==> config.mk <==
export PLATFORM = sky130hd
export DESIGN_NAME = vdo_output_status
export DESIGN_NICKNAME = d
export VERILOG_FILES = /design/src/hdl/vdo_pkg.sv /design/src/hdl/vdo_output_status.sv
export VERILOG_INCLUDE_DIRS = /design/src /design/src/hdl
export SDC_FILE = /design/constraint.sdc
export NUM_CORES = 1
export LEC_CHECK = 0
export BUFFER_PORTS_ARGS = -buffer_cell sky130_fd_sc_hd__buf_2
export CORE_MARGIN = 2
export CORE_UTILIZATION = 33
export CTS_CLUSTER_DIAMETER = 80
export DETAILED_ROUTE_END_ITERATION = 6
export PLACE_DENSITY_LB_ADDON = 0.1
export SYNTH_ARGS = -nofsm -noshare
export SYNTH_HDL_FRONTEND = slang
export SYNTH_SLANG_ARGS = --single-unit
==> constraint.sdc <==
create_clock -name clk -period 5.39 [get_ports clk]
set_clock_uncertainty 0.15 [all_clocks]
set_input_delay 0 -clock clk [delete_from_list [all_inputs] [get_ports clk]]
set_output_delay 0 -clock clk [all_outputs]
set_load 0.1 [all_outputs]
==> src/hdl/vdo_regs.svh <==
// Purpose: Register offsets, field positions and reset values of the decoder status bank.
// Assumes: Eight-bit registers reached by an eight-bit subaddress on the two-wire port.
// Notes: Definitions only.
`ifndef VDO_REGS_SVH
`define VDO_REGS_SVH
`define VDO_OFS_NEG_MUX 8'h60
`define VDO_OFS_HS_SRC 8'h6A
`define VDO_OFS_FLD_SRC 8'h6B
`define VDO_OFS_PIX_CFG 8'h8F
`define VDO_OFS_CAP1 8'h99
`define VDO_OFS_CAP2 8'h9A
`define VDO_OFS_LB_TOP 8'h9B
`define VDO_OFS_LB_MID 8'h9C
`define VDO_OFS_LB_BOT 8'h9D
`define VDO_OFS_CRC_EN 8'hB2
`define VDO_OFS_MUX_CTL 8'hC4
`define VDO_RST_NEG_MUX 8'h10
`define VDO_RST_HS_SRC 8'h00
`define VDO_RST_FLD_SRC 8'h10
`define VDO_RST_PIX_CFG 8'h00
`define VDO_RST_CRC_EN 8'h18
`define VDO_RST_MUX_CTL 8'h00
`define VDO_BIT_MAN_MUX 7
`define VDO_BIT_CRC_EN 2
`define VDO_NEG_MUX_MAX 4'h8
`define VDO_PIX_FULL 3'h0
`define VDO_PIX_HALF 3'h5
`define VDO_UNMAPPED_RD 8'h00
`endif

==> src/hdl/vdo_pkg.sv <==
// Purpose: Types shared by the decoder status bank.
// Assumes: Nothing beyond the register header.
// Notes: Sync source codes are shared by both sync output pins.
package vdo_pkg;
	typedef enum logic [2:0] {
		SRC_HSYNC = 3'b000,
		SRC_VSYNC = 3'b001,
		SRC_FIELD = 3'b010,
		SRC_DE = 3'b011,
		SRC_SC_LOCK = 3'b100
	} vdo_sync_src_t;
	typedef enum logic [3:0] {
		ST_IDLE = 4'b0000,
		ST_ADDR = 4'b0001,
		ST_ADDR_ACK = 4'b0010,
		ST_SUB = 4'b0011,
		ST_SUB_ACK = 4'b0100,
		ST_WDATA = 4'b0101,
		ST_WACK = 4'b0110,
		ST_RDATA = 4'b0111,
		ST_RACK = 4'b1000
	} vdo_ser_state_t;
	typedef struct packed {
		logic hsync;
		logic vsync;
		logic field;
		logic de;
		logic subcarrier_lock_info;
	} vdo_sync_t;
	typedef struct packed {
		logic valid;
		logic [7:0] byte_first;
		logic [7:0] byte_second;
	} vdo_caption_t;
	typedef struct packed {
		logic field_start;
		logic field_end;
		logic line_done;
		logic line_black;
		logic in_middle;
		logic subtitles;
	} vdo_lbox_t;
endpackage

==> src/hdl/vdo_output_status.sv <==
// Purpose: Output routing, caption, letterbox and checksum status registers of a video decoder.
// Assumes: Serial clock and data pins are synchronous to clk and slow against it.
// Notes: Registers are reached over the two-wire serial port with auto-incrementing subaddress.
`timescale 1ns/1ps
`include "vdo_regs.svh"
module vdo_output_status #(
	parameter logic [6:0] DEV_ADDR = 7'h20 // Arbitrary bus address.
) (
	input wire logic clk,
	input wire logic rst,
	input wire logic scl_i,
	input wire logic sda_i,
	output logic sda_o_reg,
	output logic sda_oe_n_reg,
	input wire vdo_pkg::vdo_sync_t sync_in,
	input wire logic pix_clk_full,
	input wire logic pix_clk_half,
	input wire vdo_pkg::vdo_caption_t caption_in,
	input wire vdo_pkg::vdo_lbox_t lbox_in,
	input wire logic cm_rx_valid,
	input wire logic cm_crc_ok,
	output logic manual_mux_enable_reg,
	output logic [3:0] analog_input_n_reg,
	output logic hsync_pin_reg,
	output logic field_pin_reg,
	output logic line_locked_pixel_clock_reg,
	output logic cm_valid_reg
);
	logic [7:0] neg_mux_reg;
	logic [7:0] hs_src_reg;
	logic [7:0] fld_src_reg;
	logic [7:0] pix_clk_cfg_reg;
	logic [7:0] crc_en_reg;
	logic [7:0] mux_ctl_reg;
	logic [7:0] cap1_reg;
	logic [7:0] cap2_reg;
	logic [7:0] lb_top_reg;
	logic [7:0] lb_mid_reg;
	logic [7:0] lb_bot_reg;
	logic [7:0] top_run_reg;
	logic [7:0] mid_run_reg;
	logic [7:0] bot_run_reg;
	logic top_open_reg;
	vdo_pkg::vdo_ser_state_t st_reg;
	logic [3:0] cnt_reg;
	logic [7:0] shift_reg;
	logic [7:0] sub_reg;
	logic [7:0] tx_reg;
	logic rw_reg;
	logic scl_q;
	logic sda_q;
	logic scl_rise;
	logic scl_fall;
	logic start_cond;
	logic stop_cond;
	logic wr_stb;

	function automatic logic [7:0] sat_inc(input logic [7:0] v);
		sat_inc = (v == 8'hFF) ? v : v + 8'h01;
	endfunction

	function automatic logic pick_src(input logic [2:0] sel, input vdo_pkg::vdo_sync_t s);
		case (vdo_pkg::vdo_sync_src_t'(sel))
			vdo_pkg::SRC_HSYNC: pick_src = s.hsync;
			vdo_pkg::SRC_VSYNC: pick_src = s.vsync;
			vdo_pkg::SRC_FIELD: pick_src = s.field;
			vdo_pkg::SRC_DE: pick_src = s.de;
			vdo_pkg::SRC_SC_LOCK: pick_src = s.subcarrier_lock_info;
			default: pick_src = 1'b0;
		endcase
	endfunction

	function automatic logic [7:0] rd_data(input logic [7:0] a);
		case (a)
			`VDO_OFS_NEG_MUX: rd_data = neg_mux_reg;
			`VDO_OFS_HS_SRC: rd_data = hs_src_reg;
			`VDO_OFS_FLD_SRC: rd_data = fld_src_reg;
			`VDO_OFS_PIX_CFG: rd_data = pix_clk_cfg_reg;
			`VDO_OFS_CAP1: rd_data = cap1_reg;
			`VDO_OFS_CAP2: rd_data = cap2_reg;
			`VDO_OFS_LB_TOP: rd_data = lb_top_reg;
			`VDO_OFS_LB_MID: rd_data = lb_mid_reg;
			`VDO_OFS_LB_BOT: rd_data = lb_bot_reg;
			`VDO_OFS_MUX_CTL: rd_data = mux_ctl_reg;
			default: rd_data = `VDO_UNMAPPED_RD;
		endcase
	endfunction

	// --------------------------------------------------------------
	// Two-wire serial slave
	// --------------------------------------------------------------
	assign scl_rise = scl_i & ~scl_q;
	assign scl_fall = ~scl_i & scl_q;
	assign start_cond = scl_i & scl_q & sda_q & ~sda_i;
	assign stop_cond = scl_i & scl_q & ~sda_q & sda_i;
	assign wr_stb = (st_reg == vdo_pkg::ST_WDATA) && scl_fall && (cnt_reg == 4'h8);

	always_ff @(posedge clk or posedge rst)
	begin
		if (rst)
		begin
			scl_q <= 1'b1;
			sda_q <= 1'b1;
		end
		else
		begin
			scl_q <= scl_i;
			sda_q <= sda_i;
		end
	end

	always_ff @(posedge clk or posedge rst)
	begin
		if (rst)
		begin
			st_reg <= vdo_pkg::ST_IDLE;
			cnt_reg <= 4'h0;
			shift_reg <= 8'h00;
			sub_reg <= 8'h00;
			tx_reg <= 8'hFF;
			rw_reg <= 1'b0;
		end
		else if (start_cond)
		begin
			st_reg <= vdo_pkg::ST_ADDR;
			cnt_reg <= 4'h0;
		end
		else if (stop_cond)
			st_reg <= vdo_pkg::ST_IDLE;
		else
		begin
			case (st_reg)
				vdo_pkg::ST_ADDR, vdo_pkg::ST_SUB, vdo_pkg::ST_WDATA:
				begin
					if (scl_rise)
					begin
						shift_reg <= {shift_reg[6:0], sda_i};
						cnt_reg <= cnt_reg + 4'h1;
					end
					else if (scl_fall && cnt_reg == 4'h8)
					begin
						cnt_reg <= 4'h0;
						if (st_reg == vdo_pkg::ST_SUB)
						begin
							sub_reg <= shift_reg;
							st_reg <= vdo_pkg::ST_SUB_ACK;
						end
						else if (st_reg == vdo_pkg::ST_WDATA)
						begin
							sub_reg <= sub_reg + 8'h01;
							st_reg <= vdo_pkg::ST_WACK;
						end
						else if (shift_reg[7:1] == DEV_ADDR)
						begin
							rw_reg <= shift_reg[0];
							st_reg <= vdo_pkg::ST_ADDR_ACK;
						end
						else
							st_reg <= vdo_pkg::ST_IDLE;
					end
				end
				vdo_pkg::ST_ADDR_ACK, vdo_pkg::ST_SUB_ACK, vdo_pkg::ST_WACK:
				begin
					if (scl_fall)
					begin
						if (st_reg == vdo_pkg::ST_ADDR_ACK && rw_reg)
						begin
							tx_reg <= rd_data(sub_reg);
							st_reg <= vdo_pkg::ST_RDATA;
						end
						else if (st_reg == vdo_pkg::ST_ADDR_ACK)
							st_reg <= vdo_pkg::ST_SUB;
						else
							st_reg <= vdo_pkg::ST_WDATA;
					end
				end
				vdo_pkg::ST_RDATA:
				begin
					if (scl_fall)
					begin
						tx_reg <= {tx_reg[6:0], 1'b1};
						cnt_reg <= cnt_reg + 4'h1;
						if (cnt_reg == 4'h7)
						begin
							cnt_reg <= 4'h0;
							tx_reg <= 8'hFF;
							st_reg <= vdo_pkg::ST_RACK;
						end
					end
				end
				vdo_pkg::ST_RACK:
				begin
					if (scl_rise)
						rw_reg <= ~sda_i;
					else if (scl_fall)
					begin
						if (rw_reg)
						begin
							tx_reg <= rd_data(sub_reg + 8'h01);
							sub_reg <= sub_reg + 8'h01;
							st_reg <= vdo_pkg::ST_RDATA;
						end
						else
							st_reg <= vdo_pkg::ST_IDLE;
					end
				end
				default: st_reg <= vdo_pkg::ST_IDLE;
			endcase
		end
	end

	// Open-drain data pin: only ever pulls low, enable active low.
	always_ff @(posedge clk or posedge rst)
	begin
		if (rst)
		begin
			sda_o_reg <= 1'b0;
			sda_oe_n_reg <= 1'b1;
		end
		else
		begin
			sda_o_reg <= 1'b0;
			sda_oe_n_reg <= ~((st_reg == vdo_pkg::ST_ADDR_ACK) || (st_reg == vdo_pkg::ST_SUB_ACK) ||
				(st_reg == vdo_pkg::ST_WACK) || (st_reg == vdo_pkg::ST_RDATA && !tx_reg[7]));
		end
	end

	// --------------------------------------------------------------
	// Writable configuration registers
	// --------------------------------------------------------------
	// Reserved bits are stored as written, except in the mux control register, which keeps only bit 7; the host keeps them at default.
	always_ff @(posedge clk or posedge rst)
	begin
		if (rst)
		begin
			neg_mux_reg <= `VDO_RST_NEG_MUX;
			hs_src_reg <= `VDO_RST_HS_SRC;
			fld_src_reg <= `VDO_RST_FLD_SRC;
			pix_clk_cfg_reg <= `VDO_RST_PIX_CFG;
			crc_en_reg <= `VDO_RST_CRC_EN;
			mux_ctl_reg <= `VDO_RST_MUX_CTL;
		end
		else if (wr_stb)
		begin
			case (sub_reg)
				`VDO_OFS_NEG_MUX: neg_mux_reg <= shift_reg;
				`VDO_OFS_HS_SRC: hs_src_reg <= shift_reg;
				`VDO_OFS_FLD_SRC: fld_src_reg <= shift_reg;
				`VDO_OFS_PIX_CFG: pix_clk_cfg_reg <= shift_reg;
				`VDO_OFS_CRC_EN: crc_en_reg <= shift_reg;
				`VDO_OFS_MUX_CTL: mux_ctl_reg <= {shift_reg[7], 7'h00};
				default: ;
			endcase
		end
	end

	// --------------------------------------------------------------
	// Input mux, sync pins and pixel clock pin
	// --------------------------------------------------------------
	always_ff @(posedge clk or posedge rst)
	begin
		if (rst)
		begin
			manual_mux_enable_reg <= 1'b0;
			analog_input_n_reg <= 4'h0;
		end
		else
		begin
			manual_mux_enable_reg <= mux_ctl_reg[`VDO_BIT_MAN_MUX];
			if (mux_ctl_reg[`VDO_BIT_MAN_MUX] && neg_mux_reg[3:0] <= `VDO_NEG_MUX_MAX)
				analog_input_n_reg <= neg_mux_reg[3:0];
		end
	end

	always_ff @(posedge clk or posedge rst)
	begin
		if (rst)
		begin
			hsync_pin_reg <= 1'b0;
			field_pin_reg <= 1'b0;
			line_locked_pixel_clock_reg <= 1'b0;
		end
		else
		begin
			hsync_pin_reg <= pick_src(hs_src_reg[2:0], sync_in);
			field_pin_reg <= pick_src(fld_src_reg[2:0], sync_in);
			// Codes other than half rate fall back to full rate.
			line_locked_pixel_clock_reg <= (pix_clk_cfg_reg[6:4] == `VDO_PIX_HALF) ?
				pix_clk_half : pix_clk_full;
		end
	end

	// --------------------------------------------------------------
	// Captions, letterbox counts and copy-management check
	// --------------------------------------------------------------
	always_ff @(posedge clk or posedge rst)
	begin
		if (rst)
		begin
			cap1_reg <= 8'h00;
			cap2_reg <= 8'h00;
		end
		else if (caption_in.valid)
		begin
			cap1_reg <= caption_in.byte_first;
			cap2_reg <= caption_in.byte_second;
		end
	end

	always_ff @(posedge clk or posedge rst)
	begin
		if (rst)
		begin
			top_run_reg <= 8'h00;
			mid_run_reg <= 8'h00;
			bot_run_reg <= 8'h00;
			top_open_reg <= 1'b0;
		end
		else if (lbox_in.field_start)
		begin
			top_run_reg <= 8'h00;
			mid_run_reg <= 8'h00;
			bot_run_reg <= 8'h00;
			top_open_reg <= 1'b1;
		end
		else if (lbox_in.line_done)
		begin
			top_open_reg <= top_open_reg & lbox_in.line_black;
			if (top_open_reg && lbox_in.line_black)
				top_run_reg <= sat_inc(top_run_reg);
			if (lbox_in.in_middle && lbox_in.line_black)
				mid_run_reg <= sat_inc(mid_run_reg);
			bot_run_reg <= lbox_in.line_black ? sat_inc(bot_run_reg) : 8'h00;
		end
	end

	always_ff @(posedge clk or posedge rst)
	begin
		if (rst)
		begin
			lb_top_reg <= 8'h00;
			lb_mid_reg <= 8'h00;
			lb_bot_reg <= 8'h00;
		end
		else if (lbox_in.field_end)
		begin
			lb_top_reg <= top_run_reg;
			lb_mid_reg <= lbox_in.subtitles ? mid_run_reg : 8'h00;
			lb_bot_reg <= bot_run_reg;
		end
	end

	always_ff @(posedge clk or posedge rst)
	begin
		if (rst)
			cm_valid_reg <= 1'b0;
		else
			cm_valid_reg <= cm_rx_valid &
				(~crc_en_reg[`VDO_BIT_CRC_EN] | cm_crc_ok);
	end

	// --------------------------------------------------------------
	// Assertions
	// --------------------------------------------------------------
	mux_route_a: assert property (@(posedge clk) disable iff (rst)
		mux_ctl_reg[7] && neg_mux_reg[3:0] <= 4'h8 |=> analog_input_n_reg == $past(neg_mux_reg[3:0]))
		else $error("negative input select not routed");
	mux_hold_a: assert property (@(posedge clk) disable iff (rst)
		!mux_ctl_reg[7] |=> !manual_mux_enable_reg && $stable(analog_input_n_reg))
		else $error("input select changed while manual mux off");
	hs_de_a: assert property (@(posedge clk) disable iff (rst)
		hs_src_reg[2:0] == 3'b011 |=> hsync_pin_reg == $past(sync_in.de))
		else $error("hsync pin not carrying data enable");
	fld_hs_a: assert property (@(posedge clk) disable iff (rst)
		fld_src_reg[2:0] == 3'b000 |=> field_pin_reg == $past(sync_in.hsync))
		else $error("field pin not carrying hsync");
	pix_rate_a: assert property (@(posedge clk) disable iff (rst)
		pix_clk_cfg_reg[6:4] == 3'b101 |=> line_locked_pixel_clock_reg == $past(pix_clk_half))
		else $error("pixel clock pin not at half rate");
	caption_hold_a: assert property (@(posedge clk) disable iff (rst)
		caption_in.valid ##1 !caption_in.valid [*2] |-> cap1_reg == $past(caption_in.byte_first, 2))
		else $error("caption byte not held");
	lb_top_a: assert property (@(posedge clk) disable iff (rst)
		lbox_in.field_start ##1 (lbox_in.line_done && lbox_in.line_black && !lbox_in.field_start)
		##1 lbox_in.field_end && !lbox_in.field_start |=> lb_top_reg == 8'h01)
		else $error("top black line count wrong");
	crc_gate_a: assert property (@(posedge clk) disable iff (rst)
		crc_en_reg[2] && !cm_crc_ok |=> !cm_valid_reg)
		else $error("copy-management valid without good checksum");
endmodule

# After elaboration in Yosys (flattened, before gate mapping)
# Cells that the tools add are included.
[totals]
ff_bits = 146
out_inout_bits = 11
[op_classes]
magnitude_cmp = 1
reduce_logical = 37
add_sub_neg = 5
n_bitwise = 18
mux = 66
n_eq_ne = 70
[ops]
columns = ["cell", "n"]
rows = [
  ["8-bit 2-to-1 mux", 27],
  ["8-bit one-hot mux with 10 select lines", 2],
  ["8-bit equality test, second input constant", 18],
  ["4-bit 2-to-1 mux", 15],
  ["8-bit by 7-bit equality test with 1-bit output, second input constant", 6],
  ["8-bit by 1-bit adder with 8-bit output, second input constant", 4],
  ["4-bit != test, second input constant", 8],
  ["2-bit != test, second input constant", 15],
  ["9-bit AND reduction", 3],
  ["8-bit one-hot mux with 3 select lines", 1],
  ["4-bit by 3-bit equality test with 1-bit output, second input constant", 5],
  ["4-bit one-hot mux with 4 select lines", 1],
  ["8-bit one-hot mux with 2 select lines", 1],
  ["3-bit 2-to-1 mux", 5],
  ["2-bit AND reduction", 7],
  ["3-bit by 2-bit equality test with 1-bit output, second input constant", 4],
  ["1-bit one-hot mux with 5 select lines", 2],
  ["1-bit AND", 9],
  ["3-bit equality test, second input constant", 3],
  ["1-bit 2-to-1 mux", 9],
  ["3-bit != test, second input constant", 3],
  ["4-bit by 2-bit equality test with 1-bit output, second input constant", 2],
  ["4-bit equality test, second input constant", 2],
  ["1-bit logical AND", 8],
  ["other kinds (19)", 37],
]

# Depth between registers and ports, before layout
[logic_depth]
ltp_word = 9
ltp_mapped = 10

# Least setup slack after synthesis
# OpenSTA, ideal clock, no wires.
[synth_timing]
path_type = "register to register"
start = "register sub_reg[0]"
end = "register tx_reg[3]"
required_ps = 5157
path_stages_with_launch = 10
setup_slack_ps = 2991
synth_period_minus_slack_ps = 2399
setup_time_ps = 83
n_path_buf = 1
t_arrival_ps = 2166
path_cell_list = "dfrtp_1 buf_2 inv_1 ha_1 nor3b_2 o21bai_1 a211oi_1 a211oi_4 o31ai_1 a41oi_1"
[synth_via]
elab_chain_len = 7
elab_cells_between_ends = 29
classes_between = "add/sub (1); eq/ne (20); mux (8)"
[synth_lines]
columns = ["element", "line_no", "rtl"]
rows = [
  ["start: declaration", "vdo_output_status.sv:47", "logic [7:0] sub_reg;"],
  ["start signal: assignment", "vdo_output_status.sv:145", "sub_reg <= shift_reg;"],
  ["start signal: assignment", "vdo_output_status.sv:150", "sub_reg <= sub_reg + 8'h01;"],
  ["start signal: assignment", "vdo_output_status.sv:200", "sub_reg <= sub_reg + 8'h01;"],
  ["8-bit by 1-bit adder with 8-bit output", "vdo_output_status.sv:199", "tx_reg <= rd_data(sub_reg + 8'h01);"],
  ["8-bit equality test / 8-bit by 7-bit equality test with 1-bit output (equally long branches)", "vdo_output_status.sv:74", "case (a)"],
  ["8-bit one-hot mux with 10 select lines", "vdo_output_status.sv:74", ""],
  ["8-bit 2-to-1 mux", "vdo_output_status.sv:197", "if (rw_reg)"],
  ["8-bit 2-to-1 mux", "vdo_output_status.sv:195", "else if (scl_fall)"],
  ["8-bit 2-to-1 mux", "vdo_output_status.sv:193", "if (scl_rise)"],
  ["8-bit one-hot mux with 3 select lines (*)", "vdo_output_status.sv:132", "case (st_reg)"],
  ["end signal: assignment", "vdo_output_status.sv:168", "tx_reg <= rd_data(sub_reg);"],
  ["end signal: assignment", "vdo_output_status.sv:181", "tx_reg <= {tx_reg[6:0], 1'b1};"],
  ["end signal: assignment", "vdo_output_status.sv:199", ""],
  ["end: declaration", "vdo_output_status.sv:48", "logic [7:0] tx_reg;"],
]
# Every way passes the cells marked *; elsewhere a longest branch is shown, timed or not. The select of a mux whose other input is x is not followed.
# A chain may end at the register's enable or synchronous reset.

# Worst setup path in the final report
# Same ends and word-level chain as after synthesis.

==> metrics.txt <==
status complete, but fails checks; failing checks negative hold slack; Least-Margin Pin Slew 1050 ps; Die Span Y 164 um; synth unique cells 78; clock network fraction of total power 39.4%; Cell Chain, Critical Path inv_1 > ha_1 > nor3b_2 > o21bai_1 > a211oi_1 > a211oi_4 > o31ai_1 > a41oi_1; Post-DP Area 0.00884 mm2; Layout area overhead 17.3%; syn_nets 905; Num CTS Buffers 17; sequential share of power 43.5%; Max Transition Viols Final 0; area of the core 0.0251 mm2; synth warn 0; Post-DP HPWL 19.1 mm; fin crit share 65.6%; Max VDD drop 0.216 mV; WP data required 5570 ps; Seq cells post-synth 144; RSZ-0062 raised after global routing false; final weighted congestion in routability-driven placement 0.926; IO Pins 47; GRT overflow 0; postcts setup bufs 0; Fin. Hold Viols 2; Place WS 1920 ps; endpoints failing setup 0; DIE AREA 0.0268 mm2; critical path class reg -> reg; Final #Nets 956; Pre-antenna DRT Iters 7; Vias per Instance 5.68; NetSw 1.03 mW; min setup slack post-route 1850 ps; sequential share of the synthesized area 43.0%; Synth Cell Area 0.00841 mm2; clock sink total 144; largest net degree at the start of global routing 57; CTS H-tree lvls 4; Post-synth EDFFs 0; TritonCTS clock tree built; Hold Crit Class in -> reg; Leakage 3.88 nW; top_reg_cell synth dfrtp_1; post-route ant nets 0; Hold WS -4.23 ps; clock slew seen by the registers of the worst setup and hold paths 70 ps; drt wl/cell 21.3 um; initial antenna violation count 0; setup TNS 0 ps; Post-Route WL 26.7 mm; Critical Path End Type flop; share of cells above drive strength 1 19.9%; DRC errors left 0; design area 0.00987 mm2; DRT iter0 DRCs 642; site row count 58; chip width 164 um; Max Freq 283 MHz; CP max FO 23; combinational power share 17.2%; CP max-delay cell ha_1; vias in the first global route 7062; initial core utilization 33.5%; global-route wire length before repair 42.0 mm; post-layout min period 3540 ps; Synth Instances 859; vias 7118; Max-Cap Viols 0; post-cts resize count 0; PortBufs 45; Async S/R FF share, synth 100%; clk root buf clkbuf_16; Sw Share 32.7%; clk_lat worst skew 430 ps; crit-path max cell delay 710 ps; crit start category flop; GRT Overall Usage 20.7%; crit path DAT 3710 ps; relative slew slack 30.1%; hold_buf cts 42; power per cell area 320 mW/mm2; clk buf depth 2; internal power 2.12 mW; Post-Syn Area per Cell 9.79 um2; antenna cells 0
-- area by class of cell --
cell class / instances / area [um2]
fillers: 2560 / 15200
multi-input cells: 624 / 4410
flip-flops and latches: 144 / 3620
repair buffers: 95 / 706
clock buffers: 20 / 447
well taps: 330 / 413
clock inverters: 12 / 161
inverters: 28 / 110
-- critical path, delay by kind of cell (launching register included) --
kind	cells	cell delay [ps]
AOI/OAI and AO/OA	5	1310
adders and majority gates	1	710
and+or+nand+nor	1	610
DFF	1	510
buffers and inverters	1	140
-- through the flow --
stage                     power, mW  util [%]  hold WS [ps]  cells
after detailed placement       1.91      35.2         -45.7   1179
after CTS                      3.19      39.3         0.364   1253
after floorplan                1.70         -          -146    859
final                          3.15      39.3         -4.23   1253
after global placement         1.91      35.2         -47.8   1179
after global routing           3.31      39.3          7.87   1253
-- cells in the final DEF (no fill, tap or decap), types with 5 or more instances in the layout --
cell	instances
a21oi_1	25
nand3_1	35
buf_4	8
o22ai_1	8
nor3b_1	8
dfrtp_1	131
ha_1	10
a21o_1	6
mux2i_1	11
xnor2_1	13
o21ai_0	66
or3_1	8
nor4_1	23
o211ai_1	16
dfstp_2	13
o41ai_1	7
nand3b_1	5
a22oi_1	22
and3_1	5
nand2b_1	12
mux2_1	8
buf_2	45
dlygate4sd3_1	42
a22o_1	16
xor2_1	8
nand2_1	56
nor2b_1	10
clkbuf_16	17
a41oi_1	13
mux2_2	70
a211oi_1	5
nor3_1	18
inv_1	27
o31ai_1	7
nor2_1	50
a31oi_1	11
nor4b_1	6
nand4_1	5
-- worst paths after layout --
kind	cells past startpoint	slack (ps)	to	start
max	8	1850	tx_reg[3]	sub_reg[0]
min	2	-4	cap1_reg[0]	caption_in[16]
max reg2reg	8	1850	tx_reg[3]	sub_reg[0]
min reg2reg	1	340	crc_en_reg[2]	crc_en_reg[2]
max in group asynchronous	4	3940	lb_mid_reg[5]	rst
min in group asynchronous	3	30	sub_reg[7]	rst
-- power groups by stage --
stage,Combinational (mW),Sequential (mW),Clock [mW]
finish,0.542,1.37,1.24
detailed placement,0.520,1.39,0
global placement,0.518,1.39,0
global route,0.600,1.39,1.32
CTS,0.545,1.37,1.27
floorplan,0.423,1.27,0
-- cells in the mapped netlist, drive strengths merged (12+ instances only) --
cell	n	area, um2
nand3	36	185
buf	24	133
a22oi	22	165
a21oi	25	125
nor3	19	95.1
nand2	56	210
dfstp	13	342
dfrtp	131	3280
o21ai	69	345
nor2	51	194
xnor2	13	114
a41oi	13	114
clkbuf	39	146
nand2b	12	75.1
inv	28	105
mux2	78	878
o211ai	16	120
a22o	16	140
nor4	24	165
-- per-layer routing --
| metal | share of wire [%] | wire [um] | vias up | GRT usage (%) |
|---|---|---|---|---|
| met5 | 0 | 0 | - | 0 |
| met4 | 3.5 | 935 | 0 | 8.65 |
| met3 | 4.7 | 1250 | 50 | 3.45 |
| met2 | 46 | 12300 | 219 | 33.0 |
| met1 | 46 | 12200 | 3530 | 27.7 |
| li1 | - | - | 3319 | - |
-- cells by family (layout without fill, tap and decap cells) --
group / count (synthesis) / count (layout) / synth area share (%)
and+or+nand+nor: 267 / 267 / 17.2
buffers and inverters: 91 / 155 / 4.57
DFF: 144 / 144 / 43.0
muxes: 91 / 91 / 12.3
adders and majority gates: 11 / 11 / 1.61
xor gates and xnor gates: 21 / 21 / 2.19
AOI/OAI and AO/OA: 233 / 233 / 19.0
other: 1 / 1 / 0.0446
No activity file was read; power rests on OpenSTA's default activity.
